==> src/logic/vlrx_defs.vh <==
// Constants for the VPW single-wire link receiver, error handler and filter.
// Assumes a 50 MHz ref_clk; all symbol times are kept in microseconds.
`ifndef VLRX_DEFS_VH
`define VLRX_DEFS_VH
// Clock rate and microsecond tick
`define VLRX_CLK_MHZ        50
`define VLRX_TICK_CYC       (`VLRX_CLK_MHZ * 1)
// Last count of the tick divider, one below the clock rate in MHz
`define VLRX_TICK_LAST      6'd49
// Receive decode windows at normal speed, microseconds (quad speed uses a quarter, except VLRX_IFS_MIN_US, which is never scaled)
`define VLRX_SHORT_MIN_US   10'd34
`define VLRX_LONG_MIN_US    10'd96
`define VLRX_LONG_MAX_US    10'd163
`define VLRX_SOF_MIN_US     10'd163
`define VLRX_SOF_MAX_US     10'd239
`define VLRX_EOD_MIN_US     10'd163
`define VLRX_EOF_MIN_US     10'd239
`define VLRX_BREAK_MIN_US   10'd240
`define VLRX_IFS_MIN_US     10'd300
// Transmit symbol lengths, microseconds (normal speed only)
`define VLRX_TX_SHORT_US    10'd64
`define VLRX_TX_LONG_US     10'd128
`define VLRX_TX_SOF_US      10'd200
`define VLRX_TX_EOD_US      10'd200
// Receive filter end points and reset values
`define VLRX_FILT_MAX       4'hf
`define VLRX_FILT_MIN       4'h0
`define VLRX_FILT_RESET     4'h0
// Frame check sequence
`define VLRX_CRC_INIT       8'hff
`define VLRX_CRC_POLY       8'h1d
`define VLRX_CRC_GOOD       8'hc4
// State vector codes
`define VLRX_SV_NONE        8'h00
`define VLRX_SV_EOF         8'h08
`define VLRX_SV_RXFULL      8'h0c
`define VLRX_SV_SYMBOL      8'h14
`define VLRX_SV_CRC         8'h18
`define VLRX_SV_QUAD_BREAK  8'h1c
`endif

==> src/logic/vlrx_core.v <==
// VPW link controller core: receive filter, symbol decode, frame receive with
// CRC check, a normal-speed transmitter with echo check, and error handling.
// Assumes one 50 MHz clock, an external transceiver (active bus = high on
// rawReceiveInput and txDrive) and a host that drives the strobes synchronously.
// Function
// - Quad speed received when enabled, never sent
// - Quad traffic ignored while quad disabled
// - Frames of unbounded byte count received
// - Transmitter has no frame length limit
// - Echo error stops driving, flags, interrupts
// - Final remainder not C4 flags CRC error
// - Symbol error while sending means lost arbitration
// - Off-boundary end symbol flags invalid symbol
// - No transmit start while bus held active
// - Shorted-low bus aborts, flags invalid symbol
// - Recovers from bus faults without reset
// - Break flags, waits idle, then SOF
// - State vector read clears pending condition
// - Controller never generates a break symbol
// - Active bus during own end-of-data flags error
// - Sample on rise, count on fall
// - Counter saturates; end points set/clear latch
// - Latch holds until opposite end point
// - Clean edge delayed sixteen and a half to seventeen and a half clocks
// - Too-short pulses past filter flag invalid
// - Break in quad mode loads 1C, exits quad
// - Interrupt only while interrupt enable set
// - CRC polynomial 1D, init all ones
`include "vlrx_defs.vh"
`default_nettype none
module vlrx_core (
  input  wire       ref_clk,
  input  wire       resetn,
  input  wire       rawReceiveInput,
  output reg        txDrive,
  output reg        rxFiltered,
  input  wire [7:0] txData,
  input  wire       txWrite,
  input  wire       txLast,
  output wire       txHoldingEmptyFlag,
  output reg  [7:0] rxData,
  output reg        rxFull,
  output reg  [7:0] stateVector,
  input  wire       svRead,
  input  wire       irqEnableBit,
  output wire       irqRequest,
  input  wire       quadRxEnableWr,
  input  wire       quadRxEnableIn,
  output reg        quadRxEnableFlag
);
  localparam RX_WAITIDLE = 3'b001;
  localparam RX_IDLE     = 3'b010;
  localparam RX_DATA     = 3'b100;
  localparam TX_OFF      = 5'b00001;
  localparam TX_WAIT     = 5'b00010;
  localparam TX_SOF      = 5'b00100;
  localparam TX_BITS     = 5'b01000;
  localparam TX_EOD      = 5'b10000;

  reg       syncA, syncB, sampleReg;
  reg [3:0] filtCnt;
  reg [5:0] tickCnt;
  reg       usTick;
  reg [9:0] symTimer;
  reg       filtPrev;
  reg [2:0] rxState;
  reg       quadMode, frameOpen, errWait;
  reg [2:0] rxBitCnt;
  reg [6:0] rxShift;
  reg [7:0] rxCrc;
  reg       rxGotByte;
  reg [4:0] txState;
  reg [7:0] txHold;
  reg       txHoldLast, txHoldFull;
  reg [7:0] txShift, txCrc;
  reg [2:0] txBitIdx;
  reg       txByteLast, txSendingCrc;
  reg [9:0] txTimer, txLen;

  // Bit update of the frame check sequence, shared by both directions
  function [7:0] crcBit;
    input [7:0] crc;
    input       b;
    begin
      crcBit = {crc[6:0], 1'b0} ^ ((crc[7] ^ b) ? `VLRX_CRC_POLY : 8'h00);
    end
  endfunction

  // Quad-speed windows are a quarter of the normal ones
  function [9:0] thr;
    input [9:0] v;
    input       q;
    begin
      thr = q ? {2'b00, v[9:2]} : v;
    end
  endfunction

  // Pin synchroniser, then the filter sample on the rising edge
  always @(posedge ref_clk or negedge resetn) begin
    if (!resetn) begin
      syncA     <= 1'b0;
      syncB     <= 1'b0;
      sampleReg <= 1'b0;
    end else begin
      syncA     <= rawReceiveInput;
      syncB     <= syncA;
      sampleReg <= syncB;
    end
  end

  // Saturating up/down counter on the falling edge; latch moves only at the
  // end points, so pulses under fifteen clocks never reach the decoder
  always @(negedge ref_clk or negedge resetn) begin
    if (!resetn) begin
      filtCnt    <= `VLRX_FILT_RESET;
      rxFiltered <= 1'b0;
    end else begin
      if (sampleReg && filtCnt != `VLRX_FILT_MAX) begin
        filtCnt <= filtCnt + 4'h1;
      end else if (!sampleReg && filtCnt != `VLRX_FILT_MIN) begin
        filtCnt <= filtCnt - 4'h1;
      end
      if (sampleReg && filtCnt == `VLRX_FILT_MAX - 4'h1) begin
        rxFiltered <= 1'b1;
      end else if (!sampleReg && filtCnt == `VLRX_FILT_MIN + 4'h1) begin
        rxFiltered <= 1'b0;
      end
    end
  end

  wire rxEdge  = rxFiltered != filtPrev;
  wire txBusy  = (txState == TX_SOF) || (txState == TX_BITS) || (txState == TX_EOD);
  wire busIdle = !rxFiltered && (symTimer >= `VLRX_IFS_MIN_US);
  wire txEnd   = usTick && (txTimer + 10'd1 >= txLen);
  wire txBitNow = txShift[txBitIdx];
  // Remainder including the bit now ending, so the appended CRC covers it
  wire [7:0] txCrcNext = crcBit(txCrc, txBitNow);

  // Receive-side event decode, combinational so both state machines see it
  reg       evByte, evSym, evCrc, evBreak, evSof, evSofQuad, evEof, evTxErr;
  reg       bitVal, lenOk;
  always @* begin
    evByte    = 1'b0;
    evSym     = 1'b0;
    evCrc     = 1'b0;
    evBreak   = 1'b0;
    evSof     = 1'b0;
    evSofQuad = 1'b0;
    evEof     = 1'b0;
    lenOk     = (symTimer >= thr(`VLRX_SHORT_MIN_US, quadMode)) &&
                (symTimer <  thr(`VLRX_LONG_MAX_US, quadMode));
    bitVal    = (symTimer < thr(`VLRX_LONG_MIN_US, quadMode)) ^ !filtPrev;
    case (rxState)
      RX_IDLE: begin
        if (rxEdge && filtPrev && symTimer >= `VLRX_SOF_MIN_US &&
            symTimer < `VLRX_SOF_MAX_US) begin
          evSof = 1'b1;
        end else if (rxEdge && filtPrev && quadRxEnableFlag &&
                     symTimer >= thr(`VLRX_SOF_MIN_US, 1'b1) &&
                     symTimer <  thr(`VLRX_SOF_MAX_US, 1'b1)) begin
          evSofQuad = 1'b1;
        end
        evEof = frameOpen && !rxFiltered && symTimer == thr(`VLRX_EOF_MIN_US, quadMode);
      end
      RX_DATA: begin
        if (rxFiltered && symTimer >= thr(`VLRX_BREAK_MIN_US, quadMode)) begin
          evBreak = 1'b1;
        end else if (!rxFiltered && symTimer >= thr(`VLRX_EOD_MIN_US, quadMode)) begin
          if (rxBitCnt != 3'd0 || !rxGotByte) begin
            evSym = 1'b1;
          end else if (rxCrc != `VLRX_CRC_GOOD) begin
            evCrc = 1'b1;
          end
        end else if (rxEdge && !lenOk) begin
          evSym = 1'b1;
        end else if (rxEdge && rxBitCnt == 3'd7) begin
          evByte = 1'b1;
        end
      end
      default: begin
        evSym = 1'b0;
      end
    endcase
    // Echo mismatch while we drive active, or active bus during our EOD
    evTxErr = (txState == TX_BITS || txState == TX_SOF) && txEnd && txDrive &&
              !rxFiltered;
    if (txState == TX_EOD && rxFiltered) begin
      evTxErr = 1'b1;
    end
  end

  // Microsecond tick and time since the last filtered edge
  always @(posedge ref_clk or negedge resetn) begin
    if (!resetn) begin
      tickCnt  <= 6'h00;
      usTick   <= 1'b0;
      symTimer <= 10'h000;
      filtPrev <= 1'b0;
    end else begin
      usTick   <= (tickCnt == `VLRX_TICK_LAST);
      tickCnt  <= (tickCnt == `VLRX_TICK_LAST) ? 6'h00 : tickCnt + 6'h01;
      filtPrev <= rxFiltered;
      if (rxEdge) begin
        symTimer <= 10'h000;
      end else if (usTick && symTimer != 10'h3ff) begin
        symTimer <= symTimer + 10'h001;
      end
    end
  end

  // Receive state machine, state vector and quad enable
  always @(posedge ref_clk or negedge resetn) begin
    if (!resetn) begin
      rxState          <= RX_WAITIDLE;
      quadMode         <= 1'b0;
      frameOpen        <= 1'b0;
      errWait          <= 1'b0;
      rxBitCnt         <= 3'd0;
      rxShift          <= 7'h00;
      rxCrc            <= `VLRX_CRC_INIT;
      rxGotByte        <= 1'b0;
      rxData           <= 8'h00;
      rxFull           <= 1'b0;
      stateVector      <= `VLRX_SV_NONE;
      quadRxEnableFlag <= 1'b0;
    end else begin
      rxFull <= 1'b0;
      // A read clears; any event in the same cycle overwrites below
      if (svRead) begin
        stateVector <= `VLRX_SV_NONE;
      end
      if (quadRxEnableWr) begin
        quadRxEnableFlag <= quadRxEnableIn;
      end
      // Our own start of frame ends the wait after an earlier error
      if (txState == TX_SOF) begin
        errWait <= 1'b0;
      end
      case (rxState)
        RX_WAITIDLE: begin
          if (busIdle) begin
            rxState <= RX_IDLE;
          end
        end
        RX_IDLE: begin
          if (evSof || evSofQuad) begin
            rxState   <= RX_DATA;
            quadMode  <= evSofQuad;
            frameOpen <= 1'b1;
            errWait   <= 1'b0;
            rxBitCnt  <= 3'd0;
            rxCrc     <= `VLRX_CRC_INIT;
            rxGotByte <= 1'b0;
          end
          if (evEof) begin
            frameOpen   <= 1'b0;
            stateVector <= `VLRX_SV_EOF;
          end
        end
        RX_DATA: begin
          if (evBreak) begin
            rxState <= RX_WAITIDLE;
            errWait <= 1'b1;
            if (quadMode) begin
              stateVector      <= `VLRX_SV_QUAD_BREAK;
              quadRxEnableFlag <= 1'b0;
              quadMode         <= 1'b0;
            end else begin
              stateVector <= `VLRX_SV_SYMBOL;
            end
          end else if (evSym || evCrc) begin
            rxState     <= RX_IDLE;
            errWait     <= 1'b1;
            frameOpen   <= 1'b0; // No end-of-frame code over the error
            stateVector <= evCrc ? `VLRX_SV_CRC : `VLRX_SV_SYMBOL;
          end else if (!rxFiltered && symTimer >= thr(`VLRX_EOD_MIN_US, quadMode)) begin
            rxState <= RX_IDLE;
          end else if (rxEdge) begin
            rxCrc    <= crcBit(rxCrc, bitVal);
            rxShift  <= {rxShift[5:0], bitVal};
            rxBitCnt <= rxBitCnt + 3'd1;
            if (evByte) begin
              rxData    <= {rxShift, bitVal};
              rxFull    <= 1'b1;
              rxGotByte <= 1'b1;
              if (stateVector == `VLRX_SV_NONE || svRead) begin
                stateVector <= `VLRX_SV_RXFULL;
              end
            end
          end
        end
        default: begin
          rxState <= RX_WAITIDLE;
        end
      endcase
      // Transmit-side errors, dropped while already awaiting SOF after one
      if (evTxErr && !errWait && !evBreak) begin
        stateVector <= `VLRX_SV_SYMBOL;
        errWait     <= 1'b1;
        rxState     <= RX_IDLE;
      end
    end
  end

  // Interrupt request gated by the enable bit
  assign irqRequest         = irqEnableBit && (stateVector != `VLRX_SV_NONE);
  assign txHoldingEmptyFlag = !txHoldFull;

  // Transmitter: normal speed only, and never holds active beyond SOF length,
  // so it cannot produce a break symbol
  always @(posedge ref_clk or negedge resetn) begin
    if (!resetn) begin
      txState      <= TX_OFF;
      txDrive      <= 1'b0;
      txHold       <= 8'h00;
      txHoldLast   <= 1'b0;
      txHoldFull   <= 1'b0;
      txShift      <= 8'h00;
      txCrc        <= `VLRX_CRC_INIT;
      txBitIdx     <= 3'd7;
      txByteLast   <= 1'b0;
      txSendingCrc <= 1'b0;
      txTimer      <= 10'h000;
      txLen        <= `VLRX_TX_SOF_US;
    end else begin
      if (usTick) begin
        txTimer <= txTimer + 10'h001;
      end
      case (txState)
        TX_OFF: begin
          txDrive <= 1'b0;
          if (txHoldFull) begin
            txState <= TX_WAIT;
          end
        end
        TX_WAIT: begin
          if (busIdle && rxState != RX_DATA) begin
            txState <= TX_SOF;
            txDrive <= 1'b1;
            txTimer <= 10'h000;
            txLen   <= `VLRX_TX_SOF_US;
            txCrc   <= `VLRX_CRC_INIT;
          end
        end
        TX_SOF, TX_BITS: begin
          if (evTxErr || evBreak) begin
            txState    <= TX_OFF;
            txDrive    <= 1'b0;
            txHoldFull <= 1'b0;
          end else if (evSym || (txEnd && !txDrive && rxFiltered)) begin
            txState <= TX_OFF;
            txDrive <= 1'b0;
          end else if (txEnd) begin
            txTimer <= 10'h000;
            if (txState == TX_SOF || txBitIdx == 3'd0) begin
              if (txState == TX_BITS && txSendingCrc) begin
                txState <= TX_EOD;
                txDrive <= 1'b0;
                txLen   <= `VLRX_TX_EOD_US;
              end else if (txState == TX_BITS && txByteLast) begin
                txState      <= TX_BITS;
                txSendingCrc <= 1'b1;
                txShift      <= ~txCrcNext;
                txBitIdx     <= 3'd7;
                txDrive      <= 1'b0;
                txLen        <= txCrcNext[7] ? `VLRX_TX_SHORT_US : `VLRX_TX_LONG_US;
              end else if (txHoldFull) begin
                txState      <= TX_BITS;
                txShift      <= txHold;
                txByteLast   <= txHoldLast;
                txHoldFull   <= 1'b0;
                txSendingCrc <= 1'b0;
                txBitIdx     <= 3'd7;
                txDrive      <= 1'b0;
                txLen        <= txHold[7] ? `VLRX_TX_LONG_US : `VLRX_TX_SHORT_US;
              end else begin
                txState <= TX_OFF; // Underrun ends the frame on a byte boundary, with no CRC byte
                txDrive <= 1'b0;
              end
              if (txState == TX_BITS && !txSendingCrc) begin
                txCrc <= crcBit(txCrc, txBitNow);
              end
            end else begin
              txCrc    <= txSendingCrc ? txCrc : crcBit(txCrc, txBitNow);
              txBitIdx <= txBitIdx - 3'd1;
              txDrive  <= !txDrive;
              txLen    <= (txShift[txBitIdx - 3'd1] ^ !txDrive) ? `VLRX_TX_LONG_US :
                          `VLRX_TX_SHORT_US;
            end
          end
        end
        TX_EOD: begin
          if (evTxErr || txEnd) begin
            txState <= TX_OFF;
          end
        end
        default: begin
          txState <= TX_OFF;
          txDrive <= 1'b0;
        end
      endcase
      // Host write last, so a byte written as an abort clears the hold still lands
      if (txWrite && !txHoldFull) begin
        txHold     <= txData;
        txHoldLast <= txLast;
        txHoldFull <= 1'b1;
      end
    end
  end
endmodule
`default_nettype wire

==> config.mk <==
export PLATFORM = sky130hd
export DESIGN_NAME = vlrx_core
export DESIGN_NICKNAME = d
export VERILOG_FILES = /design/src/logic/vlrx_core.v
export VERILOG_INCLUDE_DIRS = /design/src /design/src/logic
export SDC_FILE = /design/constraint.sdc
export NUM_CORES = 1
export LEC_CHECK = 0
export BUFFER_PORTS_ARGS = -buffer_cell sky130_fd_sc_hd__buf_2
export CAP_MARGIN = 0
export CORE_ASPECT_RATIO = 0.6
export CORE_MARGIN = 2
export CORE_UTILIZATION = 55
export DETAILED_ROUTE_END_ITERATION = 7
export PLACE_DENSITY = 0.7
export SLEW_MARGIN = 30
export SYNTH_ARGS = -nofsm -noshare
export SYNTH_HDL_FRONTEND = slang
export SYNTH_SLANG_ARGS = --single-unit
==> constraint.sdc <==
create_clock -name ref_clk -period 4.45 [get_ports ref_clk]
set_clock_uncertainty 0.1 [all_clocks]
set_input_delay 0.6675 -clock ref_clk [delete_from_list [all_inputs] [get_ports ref_clk]]
set_output_delay 0.6675 -clock ref_clk [all_outputs]
set_load 0.1 [all_outputs]
Word-level counts from Yosys, hierarchy flattened
Index checks and enable logic that the tools add are counted.

Muxes and demuxes: 163. Equality and inequality tests: 46. Reduce and logical (&&, ||, !) cells: 83. Order comparisons: 13. Bitwise operators: 15. Add/sub/neg operators: 7.

Operators with widths (count): 2-to-1 mux 8 bit (29); 2-to-1 mux 10 bit (15); 2-to-1 mux 1 bit (70); 2-to-1 mux 5 bit (10); case mux 8 bit (2 select lines) (3); 2-to-1 mux 3 bit (15); case mux 10 bit (2 select lines) (2); logical AND 1 bit (34); AND reduction 6 bit (5); != test 2 bit (second input constant) (14); 2-to-1 mux 4 bit (6); AND reduction 7 bit (3); adder 10 x 1 -> 10 bit (second input constant) (2); greater-or-equal comparator 10 x 8 -> 1 bit (2); case mux 5 bit (4 select lines) (1); != test 3 bit (second input constant) (6); XOR 8 x 5 -> 8 bit (2); nonzero test 2 bit (7); 2-to-1 mux 6 bit (2); != test 3 x 2 -> 1 bit (second input constant) (4); != test 4 bit (second input constant) (3); equality test 10 x 8 -> 1 bit (1); greater-or-equal comparator 10 bit (1); greater-or-equal comparator 10 x 6 -> 1 bit (1); other kinds (50) (89).

Output and inout port bits: 22. Word-level logic and storage cells: 360. Flip-flop bits (word level): 126. Bits of input ports: 17.

Longest topological paths before layout
Gate-level depths: netlist of run 1.

Word-level depth: 16. Depth in mapped cells: 14. Depth with buffers taken out: 12.

==> results of run 1 <==
final timing paths:
| kind | end | cells after the start | from |
|---|---|---|---|
| max in group asynchronous | filtCnt[3] | 1 | resetn |
| min | sampleReg | 1 | resetn |
| max reg2reg | txShift[5] | 7 | rxFiltered |
| min in group ref_clk | sampleReg | 0 | syncB |
| min reg2reg | sampleReg | 0 | syncB |
| max | txShift[5] | 7 | rxFiltered |
cell usage in the layout, fill, tap and decap left out, drive strengths merged, types with 6 or more instances in the layout:
cell,Yosys,final
buf,7,98
dfrtp,90,90
nand2,61,61
inv,32,43
mux2,36,36
o21ai,34,34
nor2,32,32
ha,30,30
xnor2,25,25
a21oi,25,25
dfstp,24,24
clkbuf,20,20
nand3,20,20
nor3,17,17
nor4,15,15
and2,13,13
xor2,12,12
o211ai,10,10
nand4,9,9
a31oi,8,8
nor2b,7,7
a21o,7,7
nand2b,7,7
or4,7,7
o31ai,7,7
mux2i,6,6
nor4bb,6,6
metal layers:
layer	vias up	GRT usage [%]	share of wire [%]
met4	0	8.97	1.7
met5	-	0	0
met3	31	6.04	6.2
met1	2986	42.9	47
met2	234	41.0	45
li1	2632	-	-
per-stage QoR:
stage / util, % / setup WS [ns]
final: 72.5 / -0.396
after global routing: 72.5 / -0.424
after CTS: 70.4 / -0.345
after detailed placement: 62.2 / -0.465
after global placement: 62.2 / -0.404
after floorplan: - / -0.961
kinds of logic after synthesis:
logic type / count (synthesis) / share of synthesized area (%)
buffers and inverters: 59 / 3.64
muxes: 46 / 8.66
adders and majority gates: 30 / 5.51
xor gates and xnor gates: 38 / 5.09
and+or+nand+nor: 224 / 18.0
DFF: 119 / 44.2
AOI/OAI and AO/OA: 146 / 14.9
power by group through the flow:
stage | logic [W] | registers [W] | clock network (W)
CTS | 0.000853 | 0.00129 | 0.00138
detailed placement | 0.000773 | 0.00130 | 0
global route | 0.000977 | 0.00130 | 0.00143
global placement | 0.000751 | 0.00130 | 0
finish | 0.000906 | 0.00129 | 0.00137
floorplan | 0.000470 | 0.00133 | 0
cell type report:
cell class / count / area [um2] / area share (%)
timing repair buffer: 100 / 823 / 9.41
tap: 165 / 206 / 2.36
multi-input combinational: 485 / 4000 / 45.7
sequential: 119 / 3010 / 34.4
clock inverter: 14 / 148 / 1.69
inverter: 32 / 125 / 1.43
clock buffer: 18 / 439 / 5.02
repair_timing:
action | 4_1_cts | 5_1_grt
pin swaps | 27 | 15
endpoints found under the setup margin | 60 | 82
buffers inserted | 17 | 10
resized for setup | 49 | 53
gates cloned | 4 | 1
hold endpoints to repair | 0 | 0
registers in the layout (all words and copies together) (netlist names), 4 cells and up:
signal	flops
tickCnt	6
filtCnt	4
stateVector	8
txShift	8
rxData	8
txState	5
txTimer	10
txCrc	8
txHold	8
symTimer	10
rxCrc	8
rxShift	7
==> summary.md, run 1 <==
| Metric | Value |
|---|---|
| Worst reg2reg setup slack | -0.40 ns |
| Worst path cell trace | nor4_2, nand2b_1, o211ai_1, or4_4, or4_4, buf_6, mux2_4 |
| Combinational Power Share | 25.4% |
| Pin count of the biggest net entering global routing | 70 |
| Family with the most delay on the worst path | simple AND/OR/NAND/NOR gates |
| Clock Power Share | about two fifths |
| Max cap viols | 0 |
| Status | complete, but fails checks |
| Max-slew headroom | between 30% and 40% |
| Slew of the pin with the lowest slew margin | 0.980 ns |
| Slew Viols, Final | 0 |
| Number of global-route vias before repair | about 5.7k |
| Core footprint | ~0.012 mm2 |
| Syn_nets | 709 |
| Worst min path class | in2async |
| Ys async rst share | 100% |
| CP Max Fanout | 5 |
| Distinct cells, synth | a little under 80 |
| Clock slew at reported path FFs | approximately 0.06 ns |
| H-tree levels | 4 |
| First-pass detailed-route iteration total | 5 |
| I/O Buffers | 38 |
| Switching power total | around 0.0012 W |
| VDD IR max | roughly 0.00030 V |
| Primary FF master, synth | dfrtp_1 |
| DR vias | ~5.9k |
| Initial core utilization | a little under three fifths |
| Worst skew pair latency | 0.41 ns |
| Worst Path Arrival | just over 5 ns |
| Commonest cells in the netlist | dfrtp_1 (90), nand2_1 (61), o21ai_0 (33), inv_1 (32), nor2_1 (32) |
| Hold-fix buffers, CTS | 0 |
| Post-synthesis sequential area ratio | 44.2% |
| Total CTS buffers | 17 |
| Post-synthesis register bit count | between 100 and 150 |
| Cell row count | 31 |
| Share of total power in sequential cells | roughly 36% |
| Power Density | approximately 410 mW/mm2 |
| Switching Share | 33.2% |
| Final nets | roughly 800 |
| Critical path startpoint category | flip-flop |
| YS warnings | 0 |
| First-pass GRT wire length | 30.0 mm |
| CTS Root Buffer Type | clkbuf_16 |
| Worst path bufs/invs | 1 |
| Final HPWL DP | between 10 and 15 mm |
| Area share of the largest cell type after synthesis | about a third |
| Synth area leaders | dfrtp_1 (33%), dfstp_2 (9.3%), ha_1 (5.5%) |
| Die Height | 90.2 um |
| Post-DRT Antenna Nets | 0 |
| Final hold violations | 0 |
| Vias per cell | between 6 and 7 |
| TNS Setup | -14.36 ns |
| Die Wd | roughly 150 um |
| TritonCTS clock tree | yes |
| Final WL | between 15 and 20 mm |
| RSZ-0062 raised after global routing | yes |
| Grt ovf | 0 |
| Slowest CP cell | or4_4 |
| Fraction of layout cells with a size suffix above 1 | approximately a third |
| Diode count | 0 |
| Pint | approximately 0.0024 W |
| Post-Syn Instances | around 660 |
| Synth area leader | dfrtp_1 |
| Worst hold slack | ~0.055 ns |
| Initial antenna violation count | 0 |
| # IOs | 39 |
| Crit Path Class | reg2reg |
| Worst Path Required | approximately 4.7 ns |
| Post-DR wirelength/cell | between 20 and 25 um |
| EDFF count, synth | 0 |
| P_leak | between 4 and 5 nW |
| Tot GR Track Use | between 20% and 30% |
| Avg Inst Size Synth | ~10 um2 |
| Fillers | 837 |
| Overall power | about 0.0036 W |
| Fin area | roughly 0.0087 mm2 |
| CTS Sinks | around 120 |
| Violated checks | setup timing |
| Worst-case clock buffer depth | 2 |
| Iteration-0 DRC Markers | between 400 and 500 |
| Routability cong. | ~0.9 |
| Count of non-filler cells in the finished layout | approximately 930 |
| Final worst slack | -0.396 ns |
| Final setup violation count | 71 |
| Placed Area | between 0.007 and 0.008 mm2 |
| Most common cell in the synthesized netlist | dfrtp_1 |
| Die area | approximately 0.013 mm2 |
| Placed Instances | roughly 880 |
| Most used cell, CP | or4_4 |
| # DRC | 0 |
| Area growth, synth to finish | 28.5% |
| CP peak stage delay | around 0.6 ns |
| Crit. End Element | flip-flop |
| Netlist Area Pre-Place | between 0.006 and 0.007 mm2 |
No activity file was read; power rests on OpenSTA's default activity.
==> run 2: changes to the inputs <==
==> constraint.sdc (replaced) <==
create_clock -name ref_clk -period 4.45 [get_ports ref_clk]
set_clock_uncertainty 0.1 [all_clocks]
set_input_delay 0.445 -clock ref_clk [delete_from_list [all_inputs] [get_ports ref_clk]]
set_output_delay 0.445 -clock ref_clk [all_outputs]
set_load 0.1 [all_outputs]
==> summary.md, run 2 (same netlist as run 1, synthesis figures left out) <==
| Metric | Value |
|---|---|
| Status | complete, but fails checks |
| Violated checks | setup timing |
| Slowest CP cell | or4b_1 |
| Final worst slack | -0.372 ns (+0.0239 ns) |
| Slew Viols, Final | 0 (unchanged) |
| Final setup violation count | 71 (unchanged) |
| CTS Sinks | 119 (unchanged) |
| Crit Path Class | reg2reg |
| First-pass detailed-route iteration total | 6 (+1) |
| Post-DRT Antenna Nets | 0 (unchanged) |
| Cell row count | 31 (unchanged) |
| DR vias | 5736 (-2.5%) |
| Max-slew headroom | 37.1% (+2.7 points) |
| CP Max Fanout | 8 (+3) |
| VDD IR max | 0.000285 V (-5.4%) |
| Final hold violations | 0 (unchanged) |
| Largest regs | symTimer (10), txTimer (10) |
| Worst hold start | rawReceiveInput |
| Vias per cell | 6.14 (-2.6%) |
| Final nets | 803 (+0.12%) |
| CP peak stage delay | 0.55 ns (-0.04 ns) |
| Commonest non-fill, non-tap cells in the layout | dfrtp_1 (90), nand2_1 (58), buf_4 (39) |
| RR Startpoint | rxFiltered |
| Worst Path Arrival | 5.06 ns (about the same) |
| Final WL | 18.3 mm (-2.7%) |
| Fillers | 816 (-2.5%) |
| Pin count of the biggest net entering global routing | 75 (+7.1%) |
| Worst Path Required | 4.69 ns (+0.04 ns) |
| Total CTS buffers | 17 (unchanged) |
| Slew of the pin with the lowest slew margin | 0.942 ns (-0.0379 ns) |
| Iteration-0 DRC Markers | 475 (-3.7%) |
| Post-DR wirelength/cell | 19.6 um (-2.8%) |
| # IOs | 39 (unchanged) |
| First-pass GRT wire length | 28.3 mm (-5.6%) |
| Area growth, synth to finish | 28.5% (about the same) |
| Die Height | 90.2 um (unchanged) |
| Die area | 0.0133 mm2 (unchanged) |
| Core footprint | 0.0121 mm2 (unchanged) |
| Clock slew at reported path FFs | 0.06 ns (about the same) |
| Final HPWL DP | 11.6 mm (-4.7%) |
| Grt ovf | 0 (unchanged) |
| Commonest non-fill, non-tap cell in the layout | dfrtp_1 |
| Worst skew pair latency | 0.42 ns (about the same) |
| Power Density | 413 mW/mm2 (+1.1%) |
| TNS Setup | -12.65 ns (+1.71 ns) |
| Initial core utilization | 56.4% (unchanged) |
| Worst path bufs/invs | 2 (+1) |
| I/O Buffers | 38 (unchanged) |
| Routability cong. | 0.898 (-1.8%) |
| P_leak | 3.93 nW (-2.2%) |
| Placed Area | 0.00748 mm2 (-0.32%) |
| Max cap viols | 0 (unchanged) |
| Fin area | 0.00875 mm2 (about the same) |
| Initial antenna violation count | 0 (unchanged) |
| H-tree levels | 4 (unchanged) |
| Fraction of layout cells with a size suffix above 1 | 34.5% (-0.045 points) |
| TritonCTS clock tree | yes |
| Worst path cell trace | buf_4, nor4_2, nand2b_1, o211ai_1, buf_4, or4b_1, or4_4, a32oi_1 |
| Family with the most delay on the worst path | simple AND/OR/NAND/NOR gates |
| # DRC | 0 (unchanged) |
| Number of global-route vias before repair | 5479 (-3.9%) |
| Crit. End Element | flip-flop |
| Post-place setup slack | -0.455 ns (+0.00994 ns) |
| Tot GR Track Use | 26.9% (-1.5 points) |
| Worst hold slack | 0.0278 ns (-0.0273 ns) |
| Crit path launch | rxFiltered |
| Final Util | 72.5% (about the same) |
| CTS Root Buffer Type | clkbuf_16 |
| Most used cell, CP | buf_4 |
| Worst-case clock buffer depth | 2 (unchanged) |
| Worst min path class | in2reg |
| Die Wd | 148 um (unchanged) |
| Critical path startpoint category | flip-flop |
| RSZ-0062 raised after global routing | yes |
| Diode count | 0 (unchanged) |
-- run 2: cell count changes in the layout (fill, tap and decap cells not counted), sizes merged --
cell | previous run | this run
buf | 98 | 97
bufinv | 1 | 2
clkinv | 1 | 3
clkinvlp | 1 | 2
dlygate4sd3 | 0 | 1
inv | 43 | 39
or4 | 7 | 8
-- run 2: power breakdown --
part	switching, W	total, W	internal [W]
clock network	0.000554	0.00139	0.000841
logic	0.000541	0.000928	0.000387
registers	0.0000988	0.00129	0.00119
total	0.00119	0.00361	0.00242
-- run 2: through the flow --
stage,power [W],std cells
final,0.00361,934
after CTS,0.00355,923
after global routing,0.00376,934
after global placement,0.00203,874
after detailed placement,0.00205,874
after floorplan,0.00180,662
-- run 2: timing repair --
action / in CTS / in global routing
gates cloned: 2 / 3
hold buffers: 1 / 0
gates resized for setup: 44 / 55
pin swaps: 19 / 37
buffers inserted: 15 / 12
endpoints found under the hold margin: 33 / 0
endpoints found under the setup margin: 52 / 71
-- run 2: area by class of cell --
| type | instances | area, um2 | area share, % |
|---|---|---|---|
| Multi-Input combinational cell | 486 | 4020 | 45.9 |
| Sequential cell | 119 | 3010 | 34.4 |
| Timing Repair Buffer | 100 | 800 | 9.14 |
| Clock buffer | 18 | 429 | 4.90 |
| Tap cell | 165 | 206 | 2.36 |
| Clock inverter | 14 | 165 | 1.89 |
| Inverter | 32 | 125 | 1.43 |
-- run 2: final timing paths --
kind                       slack (ns)         end  cells after the start
min in group asynchronous        0.52   sampleReg                      2
max reg2reg                     -0.37    txCrc[0]                      8
max                             -0.37    txCrc[0]                      8
max in group asynchronous        1.15  rxFiltered                      2
min                              0.03       syncA                      1
min reg2reg                      0.25   sampleReg                      0
-- run 2: routing by layer --
layer	global-route usage, %	part of all wire (%)
met4	7.37	1.6
met3	5.38	6.2
met2	38.6	44
met1	41.5	48
met5	0	0
==> run 3: changes to the inputs <==
Settings changed: CORE_ASPECT_RATIO 0.6 to 1.2, PLACE_DENSITY 0.7 to not set, PLACE_DENSITY_LB_ADDON set to 0.25.
==> summary.md, run 3 (same netlist as run 1, synthesis figures left out) <==
| Metric | Value |
|---|---|
| Clock slew at reported path FFs | 0.05 ns (about the same) |
| R2R cell count | 8 (unchanged) |
| Slew Viols, Final | 0 (unchanged) |
| Crit Path Class | reg2reg |
| Worst Path Required | 4.65 ns (-0.04 ns) |
| Vias per cell | 6.12 (-0.34%) |
| Final HPWL DP | 11.6 mm (-0.41%) |
| H-tree levels | 4 (unchanged) |
| Max cap viols | 0 (unchanged) |
| TNS Setup | -12.66 ns (-0.0163 ns) |
| Slew of the pin with the lowest slew margin | 0.833 ns (-0.110 ns) |
| Core footprint | 0.0121 mm2 (+0.40%) |
| Tot GR Track Use | 26.6% (-0.34 points) |
| Diode count | 0 (unchanged) |
| Die area | 0.0133 mm2 (-0.19%) |
| Worst path cell trace | buf_6, nand3_4, o32a_1, nor2_2, or4_4, or4_4, buf_6, mux2_4 |
| Routability cong. | 0.899 (about the same) |
| Number of global-route vias before repair | 5710 (+4.2%) |
| Family with the most delay on the worst path | simple AND/OR/NAND/NOR gates |
| # DRC | 0 (unchanged) |
| Critical R2R Capture | txShift[1] |
| Die Height | 126 um (+40%) |
| Cell row count | 44 (+42%) |
| CTS Root Buffer Type | clkbuf_16 |
| Initial antenna violation count | 0 (unchanged) |
| Worst path bufs/invs | 2 (unchanged) |
| Final setup violation count | 76 (+7.0%) |
| Area growth, synth to finish | 31.8% |
| I/O Buffers | 38 (unchanged) |
| Worst hold stages | 1 (unchanged) |
| Iteration-0 DRC Markers | 373 (-21%) |
| Total CTS buffers | 17 (unchanged) |
| Post-DRT Antenna Nets | 0 (unchanged) |
| Worst hold start | rawReceiveInput |
| Worst-case clock buffer depth | 2 (unchanged) |
| Final hold violations | 0 (unchanged) |
| Worst hold slack | 0.0303 ns (+0.00253 ns) |
| CP Max Fanout | 5 (-3) |
| Post-DR wirelength/cell | 19.3 um (-1.5%) |
| Max-slew headroom | 44.5% (+7.3 points) |
| Grt ovf | 0 (unchanged) |
| WHS Endpoint | syncA |
| Critical path startpoint category | flip-flop |
| Overall power | 0.00364 W (+0.81%) |
| Largest regs | symTimer (10), txTimer (10) |
| CP peak stage delay | 0.53 ns (-0.02 ns) |
| P_leak | 4.07 nW (+3.5%) |
| Pin count of the biggest net entering global routing | 68 (-9.3%) |
| Power Density | 406 mW/mm2 (-1.7%) |
| Worst skew pair latency | 0.42 ns (about the same) |
| Worst min path class | in2reg |
| Final WL | 18.0 mm (-1.7%) |
| DR vias | 5704 (-0.56%) |
| Commonest non-fill, non-tap cell in the layout | dfrtp_1 |
| CTS Sinks | 119 (unchanged) |
| RSZ-0062 raised after global routing | yes |
| Final worst slack | -0.336 ns (+0.0361 ns) |
| Worst reg2reg setup slack | -0.34 ns (+0.04 ns) |
| Commonest non-fill, non-tap cells in the layout | dfrtp_1 (90), nand2_1 (53), buf_2 (37), buf_4 (37) |
| Final Util | 74.1% (+1.5 points) |
| TritonCTS clock tree | yes |
| Worst Path Arrival | 4.99 ns (-0.07 ns) |
| Slowest CP cell | or4_4 |
| Violated checks | setup timing |
| RR Startpoint | rxFiltered |
| VDD IR max | 0.000298 V (+4.5%) |
| # IOs | 39 (unchanged) |
| Final nets | 805 (+0.25%) |
| Initial core utilization | 56.2% (-0.23 points) |
| Die Wd | 106 um (-28%) |
| Crit. End Element | flip-flop |
| First-pass detailed-route iteration total | 5 (-1) |
| Status | complete, but fails checks |
| Fraction of layout cells with a size suffix above 1 | 37.0% (+2.5 points) |
| First-pass GRT wire length | 28.2 mm (-0.54%) |
run 3: area by class of cell:
cell class	instances	area, um2
clock buffer	25	505
inverter	32	125
timing repair buffer	103	872
multi-input combinational	485	4150
fill	803	3140
clock inverter	7	114
sequential	119	3010
tap	161	201
run 3: report_power, final:
| part | internal (W) | total (W) | switching (W) | leakage (nW) |
|---|---|---|---|---|
| registers | 0.00119 | 0.00130 | 0.000103 | 1.51 |
| clock network | 0.000953 | 0.00144 | 0.000485 | 0.308 |
| logic | 0.000393 | 0.000909 | 0.000516 | 2.25 |
run 3: stage by stage:
stage | worst slack (ns) | cells | instance area [um2]
2_1_floorplan | -0.961 | 662 | 6950
3_3_place_gp | -0.363 | 871 | 7450
3_5_place_dp | -0.427 | 871 | 7450
4_1_cts | -0.318 | 921 | 8510
5_1_grt | -0.401 | 932 | 8970
6_report | -0.336 | 932 | 8970
run 3: worst max-delay path by stage:
stage          startpoint            to  slack (ns)  cells past startpoint
2_1_floorplan  rxFiltered  txSendingCrc       -0.96                      7
3_3_place_gp   rxFiltered    txShift[0]       -0.36                      8
3_5_place_dp   rxFiltered      txCrc[5]       -0.43                      8
4_1_cts        rxFiltered    txShift[1]       -0.32                      8
5_1_grt        rxFiltered    txShift[5]       -0.40                      8
6_report       rxFiltered    txShift[1]       -0.34                      8
run 3: repair_timing:
item | 4_1_cts | 5_1_grt
endpoints found under the hold margin | 20 | 0
pin swaps | 41 | 27
gates resized for setup | 69 | 69
buffers inserted | 15 | 9
endpoints found under the setup margin | 78 | 79
hold buffers | 1 | 0
gates cloned | 3 | 4
run 3: layer usage:
metal	vias to the layer above	track usage, %	wire (um)
met1	2890	33.8	7560
met3	37	5.54	707
met2	155	44.4	9290
li1	2622	-	-
met4	0	11.1	399
met5	-	0	0
